### config.mk
export PLATFORM = sky130hd
export DESIGN_NAME = sbg_timeout_guard
export DESIGN_NICKNAME = d
export VERILOG_FILES = /design/src/sbg_timeout_guard_dummy_unused.sv /design/src/sbg_pkg.sv /design/src/sbg_timer_if.sv /design/src/sbg_low_timer.sv /design/src/sbg_timeout_guard.sv
export SDC_FILE = /design/constraint.sdc
export NUM_CORES = 1
export LEC_CHECK = 0
export ABC_CLOCK_PERIOD_IN_PS = 2500
export BUFFER_PORTS_ARGS = -buffer_cell sky130_fd_sc_hd__clkbuf_2
export CAP_MARGIN = 30
export CORE_ASPECT_RATIO = 1.4
export CORE_MARGIN = 10
export CORE_UTILIZATION = 40
export DETAILED_ROUTE_END_ITERATION = 7
export GPL_ROUTABILITY_DRIVEN = 1
export SLEW_MARGIN = 20
export SYNTH_ARGS = -nofsm -noshare
export SYNTH_HDL_FRONTEND = slang
export SYNTH_SLANG_ARGS = --single-unit
export TNS_END_PERCENT = 5
### constraint.sdc
create_clock -name core_clk_i -period 2.5 [get_ports core_clk_i]
set_input_delay 0.125 -clock core_clk_i [delete_from_list [all_inputs] [get_ports core_clk_i]]
set_output_delay 0.125 -clock core_clk_i [all_outputs]
set_load 0.05 [all_outputs]
### src/sbg_timeout_guard_dummy_unused.sv
`default_nettype none
`default_nettype wire

### src/sbg_pkg.sv
`default_nettype none

package sbg_pkg;

	localparam int unsigned CLK_PERIOD_NS = 100;
	localparam int unsigned NS_PER_MS = 1000000;
	localparam int unsigned NS_PER_US = 1000;

	// Clock-low and data-low timeout window, in milliseconds.
	localparam int unsigned TIMEOUT_MIN_MS = 25;
	localparam int unsigned TIMEOUT_MAX_MS = 35;
	localparam int unsigned TIMEOUT_SET_MS = 30;
	localparam int unsigned TIMEOUT_MIN_CYC = (TIMEOUT_MIN_MS * NS_PER_MS + CLK_PERIOD_NS - 1) / CLK_PERIOD_NS;
	localparam int unsigned TIMEOUT_MAX_CYC = (TIMEOUT_MAX_MS * NS_PER_MS) / CLK_PERIOD_NS;
	localparam int unsigned TIMEOUT_SET_CYC = (TIMEOUT_SET_MS * NS_PER_MS) / CLK_PERIOD_NS;
	localparam int unsigned TIMER_W = 19;

	// Longest spike to reject in the fast class, in nanoseconds.
	localparam int unsigned SPIKE_NS = 50;
	localparam int unsigned SPIKE_RAW = (SPIKE_NS + CLK_PERIOD_NS - 1) / CLK_PERIOD_NS;
	localparam int unsigned SPIKE_CYC = (SPIKE_RAW < 1) ? 1 : SPIKE_RAW;

	// Both lines high for longer than this means the bus is free.
	localparam int unsigned IDLE_US = 50;
	localparam int unsigned IDLE_CYC = (IDLE_US * NS_PER_US + CLK_PERIOD_NS - 1) / CLK_PERIOD_NS;
	localparam int unsigned IDLE_W = 10;

	// Values after reset.
	localparam logic RST_LINE = 1'b1;
	localparam logic RST_PULSE = 1'b0;
	localparam logic [2:0] RST_MODE = 3'h0;

	typedef enum logic [2:0] {
		SBG_MODE_OFF = 3'b000,
		SBG_MODE_I2C = 3'b001,
		SBG_MODE_SMBUS = 3'b010,
		SBG_MODE_SPI = 3'b011,
		SBG_MODE_MASTER = 3'b100
	} sbg_mode_e;

	typedef enum logic [1:0] {
		SBG_ST_IDLE = 2'b00,
		SBG_ST_FRAME = 2'b01,
		SBG_ST_RECOVER = 2'b10
	} sbg_state_e;

endpackage

`default_nettype wire

### src/sbg_timer_if.sv
`default_nettype none

interface sbg_timer_if;
	logic line_low;
	logic line_edge;
	logic expired;
	modport timer(input line_low, input line_edge, output expired);
	modport user(output line_low, output line_edge, input expired);
endinterface

`default_nettype wire

### src/sbg_low_timer.sv
`default_nettype none

module sbg_low_timer import sbg_pkg::*; #(
	parameter int unsigned CNT_W = TIMER_W,
	parameter int unsigned LIMIT = TIMEOUT_SET_CYC
) (
	input wire logic core_clk_i,
	input wire logic rst_i,
	sbg_timer_if.timer tmr
);

	if (LIMIT < 2 || LIMIT >= (64'd1 << CNT_W)) begin : g_limit_check
		$error("sbg_low_timer: LIMIT does not fit the counter");
	end

	localparam logic [CNT_W-1:0] LAST = CNT_W'(LIMIT - 1);

	logic [CNT_W-1:0] count;
	logic expired;

	// The count restarts on every edge and whenever the line is high.
	wire restart = tmr.line_edge | ~tmr.line_low;
	wire at_last = (count == LAST);
	wire [CNT_W-1:0] next_count = restart ? '0 : (at_last ? count : count + 1'b1);
	wire next_expired = ~restart & (count == LAST - 1'b1);

	always_ff @(posedge core_clk_i) begin
		if (rst_i) begin
			count <= '0;
			expired <= 1'b0;
		end else begin
			count <= next_count;
			expired <= next_expired;
		end
	end

	assign tmr.expired = expired;

endmodule

`default_nettype wire

### src/sbg_timeout_guard.sv
`default_nettype none

module sbg_timeout_guard import sbg_pkg::*; #(
	parameter int unsigned TIMEOUT_CYC = TIMEOUT_SET_CYC,
	parameter int unsigned FILT_LEN = SPIKE_CYC + 1
) (
	input wire logic core_clk_i,
	input wire logic rst_i,
	input wire logic bus_clock_line_i,
	input wire logic bus_data_line_i,
	output logic bus_clock_line_o,
	output logic bus_clock_line_oe_o,
	output logic bus_data_line_o,
	output logic bus_data_line_oe_o,
	input wire logic [2:0] mode_req_i,
	input wire logic fast_class_i,
	input wire logic sda_timeout_en_i,
	input wire logic sda_drive_req_i,
	output logic scl_filt_o,
	output logic sda_filt_o,
	output logic start_o,
	output logic stop_o,
	output logic busy_o,
	output logic recover_o,
	output logic protocol_reset_o,
	output logic bus_idle_o,
	output logic [2:0] mode_o,
	output logic i2c_en_o,
	output logic smbus_en_o,
	output logic spi_en_o,
	output logic master_en_o
);

	if (FILT_LEN < 2 || FILT_LEN > 16) begin : g_filt_check
		$error("sbg_timeout_guard: FILT_LEN must be 2 to 16");
	end
	if (TIMEOUT_CYC < 2 || TIMEOUT_CYC >= (64'd1 << TIMER_W)) begin : g_timeout_check
		$error("sbg_timeout_guard: TIMEOUT_CYC does not fit the timer");
	end

	////////////////////////////////////////////////////////////////////////////////////////////////////
	// Input spike filter.

	// In the fast class a level is taken only after FILT_LEN equal samples, so a spike that fits
	// between samples can never be seen as an edge. The slow class follows the last sample.
	function automatic logic filt_next(input logic [FILT_LEN-1:0] hist, input logic cur, input logic fast);
		logic res;
		res = cur;
		if (!fast) begin
			res = hist[0];
		end else if (&hist) begin
			res = 1'b1;
		end else if (~|hist) begin
			res = 1'b0;
		end
		return res;
	endfunction

	logic [FILT_LEN-1:0] scl_hist;
	logic [FILT_LEN-1:0] sda_hist;
	logic scl_filt;
	logic sda_filt;

	wire [FILT_LEN-1:0] next_scl_hist = {scl_hist[FILT_LEN-2:0], bus_clock_line_i};
	wire [FILT_LEN-1:0] next_sda_hist = {sda_hist[FILT_LEN-2:0], bus_data_line_i};
	wire next_scl_filt = filt_next(scl_hist, scl_filt, fast_class_i);
	wire next_sda_filt = filt_next(sda_hist, sda_filt, fast_class_i);

	always_ff @(posedge core_clk_i) begin
		if (rst_i) begin
			scl_hist <= {FILT_LEN{RST_LINE}};
			sda_hist <= {FILT_LEN{RST_LINE}};
			scl_filt <= RST_LINE;
			sda_filt <= RST_LINE;
		end else begin
			scl_hist <= next_scl_hist;
			sda_hist <= next_sda_hist;
			scl_filt <= next_scl_filt;
			sda_filt <= next_sda_filt;
		end
	end

	////////////////////////////////////////////////////////////////////////////////////////////////////
	// Protocol selection.

	logic [2:0] mode;
	sbg_state_e state;

	wire mode_valid = (mode_req_i == SBG_MODE_I2C) || (mode_req_i == SBG_MODE_SMBUS) ||
		(mode_req_i == SBG_MODE_SPI) || (mode_req_i == SBG_MODE_MASTER);
	// A new protocol is taken only outside a frame, and an unknown code turns every protocol off.
	wire mode_take = (state != SBG_ST_FRAME);
	wire [2:0] next_mode = mode_take ? (mode_valid ? mode_req_i : SBG_MODE_OFF) : mode;
	wire target_on = (mode == SBG_MODE_I2C) || (mode == SBG_MODE_SMBUS);

	////////////////////////////////////////////////////////////////////////////////////////////////////
	// Bus conditions and timeout counters.

	wire scl_edge = scl_filt ^ next_scl_filt;
	wire sda_edge = sda_filt ^ next_sda_filt;
	wire start_cond = target_on & scl_filt & next_scl_filt & sda_filt & ~next_sda_filt;
	wire stop_cond = target_on & scl_filt & next_scl_filt & ~sda_filt & next_sda_filt;

	sbg_timer_if scl_tmr ();
	sbg_timer_if sda_tmr ();

	assign scl_tmr.line_low = target_on & ~scl_filt;
	assign scl_tmr.line_edge = scl_edge;
	assign sda_tmr.line_low = target_on & sda_timeout_en_i & ~sda_filt;
	assign sda_tmr.line_edge = sda_edge;

	sbg_low_timer #(
		.CNT_W(TIMER_W),
		.LIMIT(TIMEOUT_CYC)
	) u_scl_timer (
		.core_clk_i(core_clk_i),
		.rst_i(rst_i),
		.tmr(scl_tmr)
	);

	sbg_low_timer #(
		.CNT_W(TIMER_W),
		.LIMIT(TIMEOUT_CYC)
	) u_sda_timer (
		.core_clk_i(core_clk_i),
		.rst_i(rst_i),
		.tmr(sda_tmr)
	);

	wire timeout_evt = scl_tmr.expired | sda_tmr.expired;

	////////////////////////////////////////////////////////////////////////////////////////////////////
	// Transfer state.

	sbg_state_e next_state;

	// A timeout wins over a START or STOP seen in the same cycle, so the abort is never lost.
	always_comb begin
		next_state = state;
		case (state)
			SBG_ST_IDLE: begin
				if (start_cond) begin
					next_state = SBG_ST_FRAME;
				end
			end
			SBG_ST_FRAME: begin
				if (stop_cond) begin
					next_state = SBG_ST_IDLE;
				end else if (start_cond) begin
					next_state = SBG_ST_FRAME;
				end
			end
			SBG_ST_RECOVER: begin
				if (start_cond) begin
					next_state = SBG_ST_FRAME;
				end else if (stop_cond) begin
					next_state = SBG_ST_IDLE;
				end
			end
			default: begin
				next_state = SBG_ST_IDLE;
			end
		endcase
		if (timeout_evt) begin
			next_state = SBG_ST_RECOVER;
		end
		if (!target_on) begin
			next_state = SBG_ST_IDLE;
		end
	end

	////////////////////////////////////////////////////////////////////////////////////////////////////
	// Bus free detection.

	logic [IDLE_W-1:0] idle_count;
	localparam logic [IDLE_W-1:0] IDLE_LAST = IDLE_W'(IDLE_CYC);

	wire lines_high = scl_filt & sda_filt;
	wire idle_full = (idle_count == IDLE_LAST);
	wire [IDLE_W-1:0] next_idle_count = !lines_high ? '0 : (idle_full ? idle_count : idle_count + 1'b1);
	wire next_bus_idle = lines_high & idle_full;

	////////////////////////////////////////////////////////////////////////////////////////////////////
	// Pin drive.

	// Data is pulled low only for the protocol engine inside a live frame; the abort releases it
	// in the same cycle the timeout fires.
	wire next_sda_oe = target_on & sda_drive_req_i & (state == SBG_ST_FRAME) & ~timeout_evt;

	always_ff @(posedge core_clk_i) begin
		if (rst_i) begin
			state <= SBG_ST_IDLE;
			mode <= RST_MODE;
			idle_count <= '0;
			bus_idle_o <= RST_PULSE;
			start_o <= RST_PULSE;
			stop_o <= RST_PULSE;
			protocol_reset_o <= RST_PULSE;
			bus_data_line_oe_o <= 1'b0;
		end else begin
			state <= next_state;
			mode <= next_mode;
			idle_count <= next_idle_count;
			bus_idle_o <= next_bus_idle;
			start_o <= start_cond;
			stop_o <= stop_cond;
			protocol_reset_o <= timeout_evt;
			bus_data_line_oe_o <= next_sda_oe;
		end
	end

	// The clock line is never driven and no START, STOP or clock pulse is made here.
	always_ff @(posedge core_clk_i) begin
		bus_clock_line_o <= 1'b0;
		bus_clock_line_oe_o <= 1'b0;
		bus_data_line_o <= 1'b0;
	end

	always_ff @(posedge core_clk_i) begin
		if (rst_i) begin
			scl_filt_o <= RST_LINE;
			sda_filt_o <= RST_LINE;
			busy_o <= 1'b0;
			recover_o <= 1'b0;
		end else begin
			scl_filt_o <= next_scl_filt;
			sda_filt_o <= next_sda_filt;
			busy_o <= (next_state == SBG_ST_FRAME);
			recover_o <= (next_state == SBG_ST_RECOVER);
		end
	end

	always_ff @(posedge core_clk_i) begin
		if (rst_i) begin
			mode_o <= RST_MODE;
			i2c_en_o <= 1'b0;
			smbus_en_o <= 1'b0;
			spi_en_o <= 1'b0;
			master_en_o <= 1'b0;
		end else begin
			mode_o <= next_mode;
			i2c_en_o <= (next_mode == SBG_MODE_I2C);
			smbus_en_o <= (next_mode == SBG_MODE_SMBUS);
			spi_en_o <= (next_mode == SBG_MODE_SPI);
			master_en_o <= (next_mode == SBG_MODE_MASTER);
		end
	end

endmodule

`default_nettype wire

==> run summary, run 1 <==
The flow ran to the end, and the final reports show no timing, DRC or antenna violations. The layout cell share with drive strength beyond 1 came out at 14.1%. On the final layout, the worst clock skew is 0.0103 ns. After detailed routing, the number of remaining DRC violations is 0. The number of filler instances in the final layout is 784, and the y dimension of the die is 125 µm.

The run gives 0.35 ns as the later-pin clock latency in the skew report. After the last flow step, the layout net total stands at 401. The tools report the area of the core as 0.00770 mm². Setup repair after global routing left no endpoint under its margin. The tools report the worst hold-check slack as 0.111 ns. The synthesized design spends more area on one cell type than any other, namely dfxtp_1. The final-report max-slew violation count came out at 0. Instance area at placement: 0.00339 mm².

The length in cells of the worst reg-to-reg path was 5. TritonCTS built the clock tree. Once the clock tree was built, the setup fixing pass inserted 0 buffers.

Broken down by cell family, the worst path's largest delay share belongs to simple AND/OR/NAND/NOR gates. The first routing iteration left 118 violations. The starting density of the core was 41.0%; the first-pass detailed-route iteration total was 4. For this block, the routed nets add up to 6.25 mm of wire. For this run, the number of Yosys warnings is 0. A synthesized cell averages 8.97 µm².

The final cycle utilization of the critical path is 87.6%, and the number of top-level design ports is 29. After detailed routing, the number of vias per cell comes to 5.16. The detailed router placed 2,527 vias in this run. Worst ir drop on vdd: 0.000287 V.

The transition at the pin with the smallest max-transition slack is 0.548 ns. The mapped netlist covers 0.00316 mm². Static timing analysis puts the maximum clock frequency at 0.457 GHz.

Data arrives at the worst endpoint at 2.46 ns. The HPWL reported at the end of detailed placement is 4.50 mm. Counting the buffers created by CTS gives 9. The clock-pin slew on the worst setup and hold paths came out at 0.08 ns. The clock tree root driver cell is clkbuf_8.

The number of enable-type register cells in the synthesized netlist came out at 0. The tools report the kind of start point of the critical path as a flop. Highest-delay cell along the critical path: or4_1. Max-cap violations in this run came to 0.

The repair_antennas step left the layout with diodes totalling 0. Headroom to the max-slew limit came out at 63.1%. The hold path depth is 3, and the clock tree buffer depth is 2. The first-pass GRT wire length is 10.7 mm, and the number of clock sinks is 72.

The tools report the total negative slack as 0 ns. The path class of the tightest hold or removal check is in -> reg. The share of Yosys cell area claimed by the top area cell type is 45.7%.

The routed wirelength normalized by instance count came out at 12.8 µm. For the via count of the first global-routing pass, the log shows 2,446. In the synthesized netlist the async set-or-reset flop fraction comes to 0%.

For the final setup violation count, the log shows 0. The detail route stage leaves a number of antenna-violating nets equal to 0. Once layout is done, the placed cells without fillers occupy 0.00360 mm². The total number of cells along the worst setup path was 5. The most used flip-flop cell after synthesis is dfxtp_1.

For the leakage power of the design, the log shows 1.22 nW. The congestion estimate from routability-driven global placement came to 0.787. The count of input and output buffers was 25. Along the worst path, the maximum fanout reaches 7. The die covers 0.0119 mm². Traced cell by cell, the critical path runs through ha_1, nand3_2, or4_1, or3_1, a211oi_2. The total count of hold-check failures in the final report is 0, and the minimum clock period after layout is 2.19 ns.

Placement row count: 38. The worst setup path is captured at a flop. Global routing used 11.0% of the available tracks. The initial antenna violation count is 0, and the required time of the critical path is 2.77 ns.

The critical path contains buffers and inverters numbering 0 combined. The power consumption came out at 2.10 mW. The worst setup path is of the reg -> reg kind.

Largest incremental delay on the critical path: 0.67 ns. Global routing finished with a remaining overflow of 0. Counting every instance in the synthesized netlist gives 352. Sequential elements use 45.7% of the synthesized area. Power spread over the standard cell area amounts to 583 mW/mm².

Counting distinct cell types in the post-synthesis netlist gives 45. By area the synthesized netlist is led by dfxtp_1, xnor2_1, nor2_1. From left edge to right edge, the die measures 95.1 µm.

The area added between synthesis and finish was 14.0%; the number of H-tree branching levels was 3. Entering global routing, the biggest net connects 20 pins. The number of synthesized register bits was 72.
cell type report:
type                            instances  area [µm²]  area share, %
Timing Repair Buffer                   32         185           5.15
Clock inverter                          6        42.5           1.18
Inverter                               12        45.0           1.25
Sequential cell                        72        1440           40.1
Tap cell                              100         125           3.48
Clock buffer                           10         138           3.83
Multi-Input combinational cell        258        1620           45.0
metal layers:
metal / wire length (µm) / GRT usage (%)
met2: 3200 / 18.6
met1: 2680 / 11.7
met5: 0 / 0
met3: 268 / 3.59
met4: 104 / 5.48
sequential cells by signal, summed over array words and instances, names as in the netlist, 2 cells and up:
signal / count
u_scl_timer.count: 19
u_sda_timer.count: 19
idle_count: 10
mode_o: 3
scl_hist: 2
sda_hist: 2
state: 2
repair_timing:
action / in CTS / in global routing
resized for setup: 0 / 0
hold buffers: 3 / 0
endpoints found under the hold margin: 3 / 0
synth_stat cells (4+ instances only):
cell      instances
a31oi_1           4
nor3_1           19
nor3b_1           4
inv_1            12
o21ai_1          12
xnor2_1          16
o21bai_1          4
clkbuf_1          8
nand3b_1          5
and3_1           10
nor4_1            5
and4_1            5
nand2_1          15
mux2i_1           8
or3_1            13
nand3_1          20
a21oi_1          19
dfxtp_1          72
nor2_1           35
a211oi_1          6
or2_2             4
nand4_1           8
xor2_1            8
ha_1              6
worst reg2reg max path: cells and delay by family (launching register included):
kind / cells / cell delay (ns)
flops: 1 / 0.41
simple gates: 3 / 1.26
fa+ha+maj: 1 / 0.25
compound gates: 1 / 0.21
placed cells by master, fill, tap and decap left out, types with 2 or more instances in the layout:
cell / synthesis / final
and3_1: 10 / 10
o21ai_1: 12 / 12
nor4b_1: 3 / 3
clkinv_2: 0 / 2
inv_6: 0 / 2
dfxtp_1: 72 / 72
clkinvlp_4: 0 / 2
nand4_1: 8 / 8
mux2i_1: 8 / 8
inv_1: 12 / 12
conb_1: 1 / 3
nor4bb_1: 3 / 3
or4_1: 3 / 3
dlygate4sd3_1: 0 / 3
a211oi_1: 6 / 6
nand2_1: 15 / 15
a31oi_1: 4 / 4
xnor2_1: 16 / 16
buf_4: 3 / 4
ha_1: 6 / 6
xor2_1: 8 / 8
clkbuf_8: 0 / 10
or2_2: 4 / 4
o21ai_0: 3 / 3
nor3b_1: 4 / 4
nor3_1: 19 / 19
and4_1: 5 / 5
clkbuf_2: 0 / 25
nand2b_1: 3 / 3
or3_1: 13 / 13
nand3_1: 20 / 20
nor2_1: 35 / 35
nand3b_1: 5 / 5
nor2b_1: 2 / 2
o21bai_1: 4 / 4
nor4_1: 5 / 5
a21oi_1: 19 / 19
stage by stage:
step	instances	setup WS, ns	utilization (%)
4_1_cts	490	0.308	46.7
3_3_place_gp	471	0.384	44.0
5_1_grt	490	0.193	46.7
3_5_place_dp	471	0.331	44.0
2_1_floorplan	354	0.492	-
6_report	490	0.311	46.7
worst paths after layout:
check / startpoint / end / slack (ns)
max reg2reg: u_sda_timer.count[0] / u_sda_timer.count[16] / 0.31
min: fast_class_i / scl_filt_o / 0.11
min reg2reg: u_scl_timer.tmr.expired / protocol_reset_o / 0.47
max: u_sda_timer.count[0] / u_sda_timer.count[16] / 0.31
cell families (layout without fill, tap and decap cells):
group           Yosys count  in the layout  synth area share [%]
buf+inv                  24             60                  3.25
mux                       8              8                  2.54
simple gates            166            166                  30.0
other cells               1              3                 0.119
flops                    72             72                  45.7
xor+xnor                 24             24                  6.66
fa+ha+maj                 6              6                  2.38
compound gates           51             51                  9.43
where the power goes:
| part | switching [mW] | leakage, nW | total (mW) | internal (mW) |
|---|---|---|---|---|
| Combinational | 0.0607 | 0.548 | 0.0918 | 0.0311 |
| Sequential | 0.0106 | 0.582 | 1.17 | 1.16 |
| Clock | 0.445 | 0.0891 | 0.835 | 0.390 |
No activity file was read; power rests on OpenSTA's default activity.
==> inputs of run 2 (changes only) <==
- PLACE_DENSITY: unset -> 0.66
==> run 2 against run 1 <==
  * Core utilization unchanged
  * Sequential power about the same
  * Combinational power about the same
  * Total power increased by 2.8%
  * Final area unchanged
  * Clock-buffer cell count increased by 1
  * Critical path depth unchanged
  * Routed wire length decreased by 0.66%
  * Sequential cell count unchanged
  * Global-route usage decreased by 0.33 points
  * First-iteration DRC count decreased by 6.8%
  * Critical path type unchanged
  * Critical endpoint unchanged
  * Highest routed layer unchanged
==> run summary, run 2 (synthesis gave the netlist of run 1 again) <==
The tools report the total count of hold-check failures in the final report as 0. Routed wirelength normalized by instance count: 12.7 µm. The HPWL after detailed placement is 4.53 mm. Across the whole layout, storage elements account for 0.00144 mm². The count of input and output buffers is 25, and the number of top-level design ports is 29. Y dimension of the die: 125 µm.

STA classifies the critical path startpoint as a flop. The post-route netlist has 13.4% of its cells at a drive strength greater than 1. The first global-routing pass estimated 10.6 mm of wire. TritonCTS built the clock tree. Walking the worst path, the cells encountered are ha_1, nand3_2, or4_1, or3_1, a211oi_2. The sequential cell fraction of total power is 54.3%. Of all nets on the critical path, the largest fanout is 7. The total negative slack came out at 0 ns.

0 antenna diodes ended up in the layout. The multi-input combinational cells in the finished layout cover a total of 0.00162 mm². Entering global routing, the biggest net connects 20 pins. Combinational logic burns 4.3% of the power.

Cell internal power was estimated by the tool at 1.65 mW. The final-report max-slew violation count came out at 0. Initial antenna violation count: 0.

The first routing iteration left 110 violations. Clock skew on the completed layout was measured at 0.00909 ns. Setup violations remaining at the end of the flow were counted as 0. For the worst setup path, the data required time is 2.76 ns. Summing all placed instances gives a cell area of 0.00338 mm². The most common library cell in the layout ignoring fill and taps was dfxtp_1. The combined global-route utilization of all metal layers was 10.7%; the data arrival time of the worst path was 2.47 ns. The final critical path takes up 88.3% of the cycle. Headroom to the max-slew limit: 62.9%.

The minimum clock period after layout is 2.21 ns, and the finished layout cell area is 0.00360 mm². Setup repair after global routing left no endpoint under its margin. Final routed wirelength across all metal layers: 6.21 mm. For this run, the post-layout net count is 400. Number of buffers created by CTS: 9.

The tools report the number of H-tree branching levels as 3. The die covers 0.0119 mm². The buffers plus inverters on the worst setup path was 0. In this run the clock root is driven by a clkbuf_8. For this design, the slowest cell found on the critical path is or4_1. The via count of the first global-routing pass is 2,435. The clock passes through at most 2 buffers. The congestion estimate from routability-driven global placement came to 0.834. The min-delay analysis places its worst path in the category in -> reg.

The floorplan step set the die width to 95.1 µm. In this run the static leakage power is 1.22 nW. Clock latency on the worst-skew pair, taken at its later pin, is 0.34 ns. After clock tree synthesis, the setup repair step added 0 buffers. For this configuration, the core starts out at a cell density of 41.0%. The analysis attributes to net switching a power of 0.502 mW.

For the placement row count, the log shows 38. The category of the worst setup path capture point was a flop. In the routed layout, each cell is associated on average with a via count of 5.21.

The transition at the pin with the smallest max-transition slack is 0.552 ns, and the area of the core is 0.00770 mm². Largest delay contributor family on the critical path: simple AND/OR/NAND/NOR gates. Once layout is complete, the utilization of the core stands at 46.7%. Clock-pin slew was measured on the worst setup and hold paths at 0.07 ns. The flow ran to the end, and the final reports show no timing, DRC or antenna violations.

The routed layout has 2,547 vias. For the first-pass detailed-route iteration total, the log shows 4. In the layout the commonest cells are dfxtp_1, nor2_1, clkbuf_2. The area added between synthesis and finish was 14.0%; the power per cell area was 599 mW/mm². The total grt overflow is 0, and the number of filler instances in the final layout is 749.

Static timing analysis puts the maximum clock frequency at 0.453 GHz. The largest incremental delay on the critical path works out to 0.67 ns. The run gives 72 as the number of clock sinks. VDD sags by at most 0.000335 V. The detailed-route DRC error count is 0. The share of total power consumed by net switching is 23.3%, and the clock power share is 41.4%.

The setup path with the least slack is of type reg -> reg. Once detail routing completed, the nets flagged for antenna violations numbered 0. The largest registers in the layout are u_scl_timer.count x19, u_sda_timer.count x19, idle_count x10. Max-cap violations in this run came to 0.
run 2: cell count changes in the layout (fill, tap and decap cells not counted), sizes merged:
cell,delta
buf,-1
inv,-1
clkinvlp,-1
clkbuf,+1
bufinv,+1
run 2: power by group through the flow:
stage               logic, mW  clock network, mW  registers (mW)
floorplan              0.0515                  0            1.21
global placement       0.0868                  0            1.20
detailed placement     0.0889                  0            1.20
CTS                    0.0928              0.914            1.17
global route            0.101              0.959            1.17
finish                 0.0918              0.892            1.17
run 2: final cells by class:
class,instances,share of cell area (%)
multi-input cells,258,45.0
flip-flops and latches,72,40.1
repair buffers,31,4.94
clock buffers,11,3.65
well taps,100,3.48
clock inverters,5,1.57
inverters,12,1.25
run 2: worst paths after layout:
check / start / end / slack [ns] / cells after the start
max: u_sda_timer.count[1] / u_sda_timer.count[16] / 0.29 / 5
min: fast_class_i / scl_filt_o / 0.13 / 3
max reg2reg: u_sda_timer.count[1] / u_sda_timer.count[16] / 0.29 / 5
min reg2reg: u_scl_timer.tmr.expired / protocol_reset_o / 0.48 / 2
run 2: stage by stage:
step	setup slack [ns]	std cells	hold slack, ns	power (mW)
floorplan	0.492	354	0.205	1.26
global placement	0.400	470	0.310	1.28
detailed placement	0.329	470	0.317	1.29
CTS	0.303	489	0.124	2.18
global route	0.180	489	0.140	2.23
finish	0.291	489	0.127	2.15
run 2: timing repair:
| item | 4_1_cts | 5_1_grt |
|---|---|---|
| resized for setup | 0 | 0 |
| hold buffers | 3 | 0 |
| hold endpoints to repair | 3 | 0 |
run 2: routing by layer:
| layer | GRT usage, % | routed length, µm | up-vias |
|---|---|---|---|
| met5 | 0 | 0 | - |
| met4 | 5.39 | 136 | 0 |
| met3 | 2.40 | 168 | 12 |
| met2 | 18.5 | 3150 | 28 |
| met1 | 11.6 | 2750 | 1186 |
| li1 | - | - | 1321 |
run 2: worst register-to-register path, cell delays in order (launching register included):
cell      delay, ns
dfxtp_1        0.42
ha_1           0.25
nand3_2        0.17
or4_1          0.67
or3_1          0.41
a211oi_2       0.21
==> inputs of run 3 (changes only) <==
--- a/config.mk
+++ b/config.mk
@@ -15,5 +15,4 @@
 export GPL_ROUTABILITY_DRIVEN = 1
 export PLACE_DENSITY = 0.66
-export SLEW_MARGIN = 20
 export SYNTH_ARGS = -nofsm -noshare
 export SYNTH_HDL_FRONTEND = slang
==> constraint.sdc (replaced) <==
create_clock -name core_clk_i -period 2.5 [get_ports core_clk_i]
set_input_delay 0.375 -clock core_clk_i [delete_from_list [all_inputs] [get_ports core_clk_i]]
set_output_delay 0.375 -clock core_clk_i [all_outputs]
set_load 0.05 [all_outputs]
==> run 3 against run 2 <==
  * Clock power is 2.2% higher
  * Final area down 0.80%
  * Via count is 0.63% lower
  * Clock-buffer cell count shrank 1
  * Critical endpoint unchanged
==> run summary, run 3 (synthesis gave the netlist of run 1 again) <==
Measured against its own limit, the worst slew margin works out to 57.3%. In this run the critical register-to-register path is launched from u_sda_timer.count[1]. The number of filler instances in the final layout was 773. Gates resized during post-CTS repair numbered 0. 0 antenna diodes ended up in the layout. The total grt overflow was 0; the detail-routed via count per cell was 5.22.

Pin placement for this block handled 29 I/O pins. The run finished with clean final reports. The final routed wirelength across all metal layers was 6.12 mm; the instance area at placement was 0.00337 mm².

After floorplanning, the core was divided into 38 placement rows. The routed layout has 2,531 vias. Combinational logic burns 4.0% of the power. For this design the ratio of total power to cell area is 608 mW/mm². The clock tree skew after final layout is 0.0102 ns, and the worst ir drop on vdd is 0.000299 V. After detailed routing, the average wire length per cell comes to 12.6 µm.

Of the total power, the share spent switching nets is 23.8%. The power consumption is 2.17 mW, and the layout cell share with drive strength beyond 1 is 13.5%. The total negative slack is 0 ns.

Leaving out fill and tap cells, the most frequent cells in the layout are dfxtp_1, nor2_1, clkbuf_2. The first routing iteration left 140 violations. Class of the worst hold path: in -> reg.

The first TritonRoute pass finished after 4 iterations. Setup repair after global routing left no endpoint under its margin. The endpoint identified for the worst register-to-register timing path is u_sda_timer.count[16]. The clock tree root driver cell was clkbuf_8. Dividing the final minimum period by the clock period gives 88.3%. The sequential cells in the finished layout cover a total of 0.00144 mm².

Derived from the worst setup path, the maximum achievable clock frequency is 0.453 GHz. The setup path with the least slack is of type reg -> reg. The logs give 9 for the number of buffers created by CTS and 41.0% for the starting density of the core. The H-tree was split into 3 levels.

The library cell used most frequently in the layout, excluding fill and tap cells, is dfxtp_1. The length in cells of the worst reg-to-reg path was 5; the worst setup timing slack at the placement stage was 0.286 ns. The sequential cell fraction of total power came out at 53.9%. The number of nets in the layout was 396. From left edge to right edge, the die measures 95.1 µm. The final setup violation count came out at 0. The tools report the worst setup path startpoint as u_sda_timer.count[1].

The wire-length estimate of the detail-placed layout is 4.40 mm. The initial antenna violation count was 0; the residual antenna-violating net count after detailed routing was 0. The number of buffers added to fix hold violations after cts was 0; the required time of the critical path was 2.76 ns.

The clock-pin slew on the worst setup and hold paths was 0.08 ns. The worst hold path begins at bus_data_line_i. The transition at the pin with the smallest max-transition slack works out to 0.640 ns. For the total count of hold-check failures in the final report, the log shows 0. TritonCTS built the clock tree. Summing all multi-input logic gate instances after layout gives 0.00162 mm². The clock tree buffer depth was 2; the weighted congestion at the end of routability-driven global placement was 0.803.

The clock net in this run drives a total of 72 sinks. The via count of the first global-routing pass is 2,391. The reg2reg setup slack was 0.29 ns. The tools report the number of buffers inserted to repair setup after CTS as 0.

The net switching power is 0.516 mW, and the combined global-route utilization of all metal layers is 10.8%. The clock network burns 42.0% of the power. In the routed design, unresolved DRC markers number 0. Of all nets on the critical path, the largest fanout is 7. The tools report the final-report max-slew violation count as 0. The clock period could shrink to 2.21 ns. The y dimension of the die came out at 125 µm. The first-pass GRT wire length was 10.6 mm. The run gives 0.00357 mm² as the finished layout cell area.

Relative to the synthesized area, the layout overhead comes to 13.0%. Clock latency on the worst-skew pair, taken at its later pin, is 0.35 ns. The core region is 0.00770 mm². Data on the critical path arrives at its endpoint at 2.47 ns.

In this run the static leakage power is 1.21 nW. The total die area is 0.0119 mm², and the internal power summed over all cells is 1.65 mW. After layout, the worst setup slack is 0.293 ns.

STA classifies the critical path startpoint as a flop. The tools report the maximum number of pins on one net before global-route repair as 20. The largest registers in the layout are u_scl_timer.count x19, u_sda_timer.count x19, idle_count x10.

The tools report the endpoint of the most critical setup path as u_sda_timer.count[16]. The category of the worst setup path capture point was a flop. Count of input and output buffers: 25. The tool flagged a number of max-cap violations equal to 0.
==> run 3: cell count changes in the layout (fill, tap and decap cells not counted) <==
| cell | previous run | this run |
|---|---|---|
| clkinv_4 | 0 | 2 |
| clkbuf_1 | 2 | 1 |
| dlygate4sd3_1 | 3 | 0 |
| clkinv_2 | 2 | 1 |
| buf_4 | 3 | 2 |
==> run 3: per-stage QoR <==
stage          hold slack (ns)  util [%]  cells
2_1_floorplan            0.440         -    354
3_3_place_gp             0.471      43.8    469
3_5_place_dp             0.474      43.8    469
4_1_cts                  0.186      46.3    485
5_1_grt                  0.187      46.3    485
6_report                 0.197      46.3    485
==> run 3: per-layer routing <==
layer	track usage (%)	vias to the layer above	routed length (µm)
met5	0	-	0
met4	3.98	0	88
met3	3.65	7	265
met2	18.2	39	3090
met1	12.2	1169	2670
li1	-	1316	-
==> run 3: critical path: stages, from the launching register on <==
cell and delay, ns:
dfxtp_1 0.42, ha_1 0.25, nand3_2 0.16, or4_1 0.67, or3_1 0.40, a211oi_2 0.21
==> run 3: layout make-up <==
class                   instances  share of cell area [%]
clock buffers                  10                    3.58
clock inverters                 6                    1.93
flip-flops and latches         72                    40.4
multi-input cells             258                    45.4
well taps                     100                    3.51
inverters                      12                    1.26
repair buffers                 27                    3.93
==> run 3: worst min-delay path by stage <==
stage / to / slack, ns / cells after the start
2_1_floorplan: protocol_reset_o / 0.44 / 2
3_3_place_gp: scl_hist[1] / 0.47 / 1
3_5_place_dp: scl_hist[1] / 0.47 / 1
4_1_cts: sda_hist[0] / 0.19 / 2
5_1_grt: sda_hist[0] / 0.19 / 2
6_report: sda_hist[0] / 0.20 / 2
==> run 3: power groups by stage <==
stage          registers (mW)  clock network (mW)  logic [mW]
5_1_grt                  1.17               0.993      0.0969
4_1_cts                  1.17               0.940      0.0885
6_report                 1.17               0.912      0.0874
3_5_place_dp             1.20                   0      0.0882
3_3_place_gp             1.20                   0      0.0872
2_1_floorplan            1.21                   0      0.0515
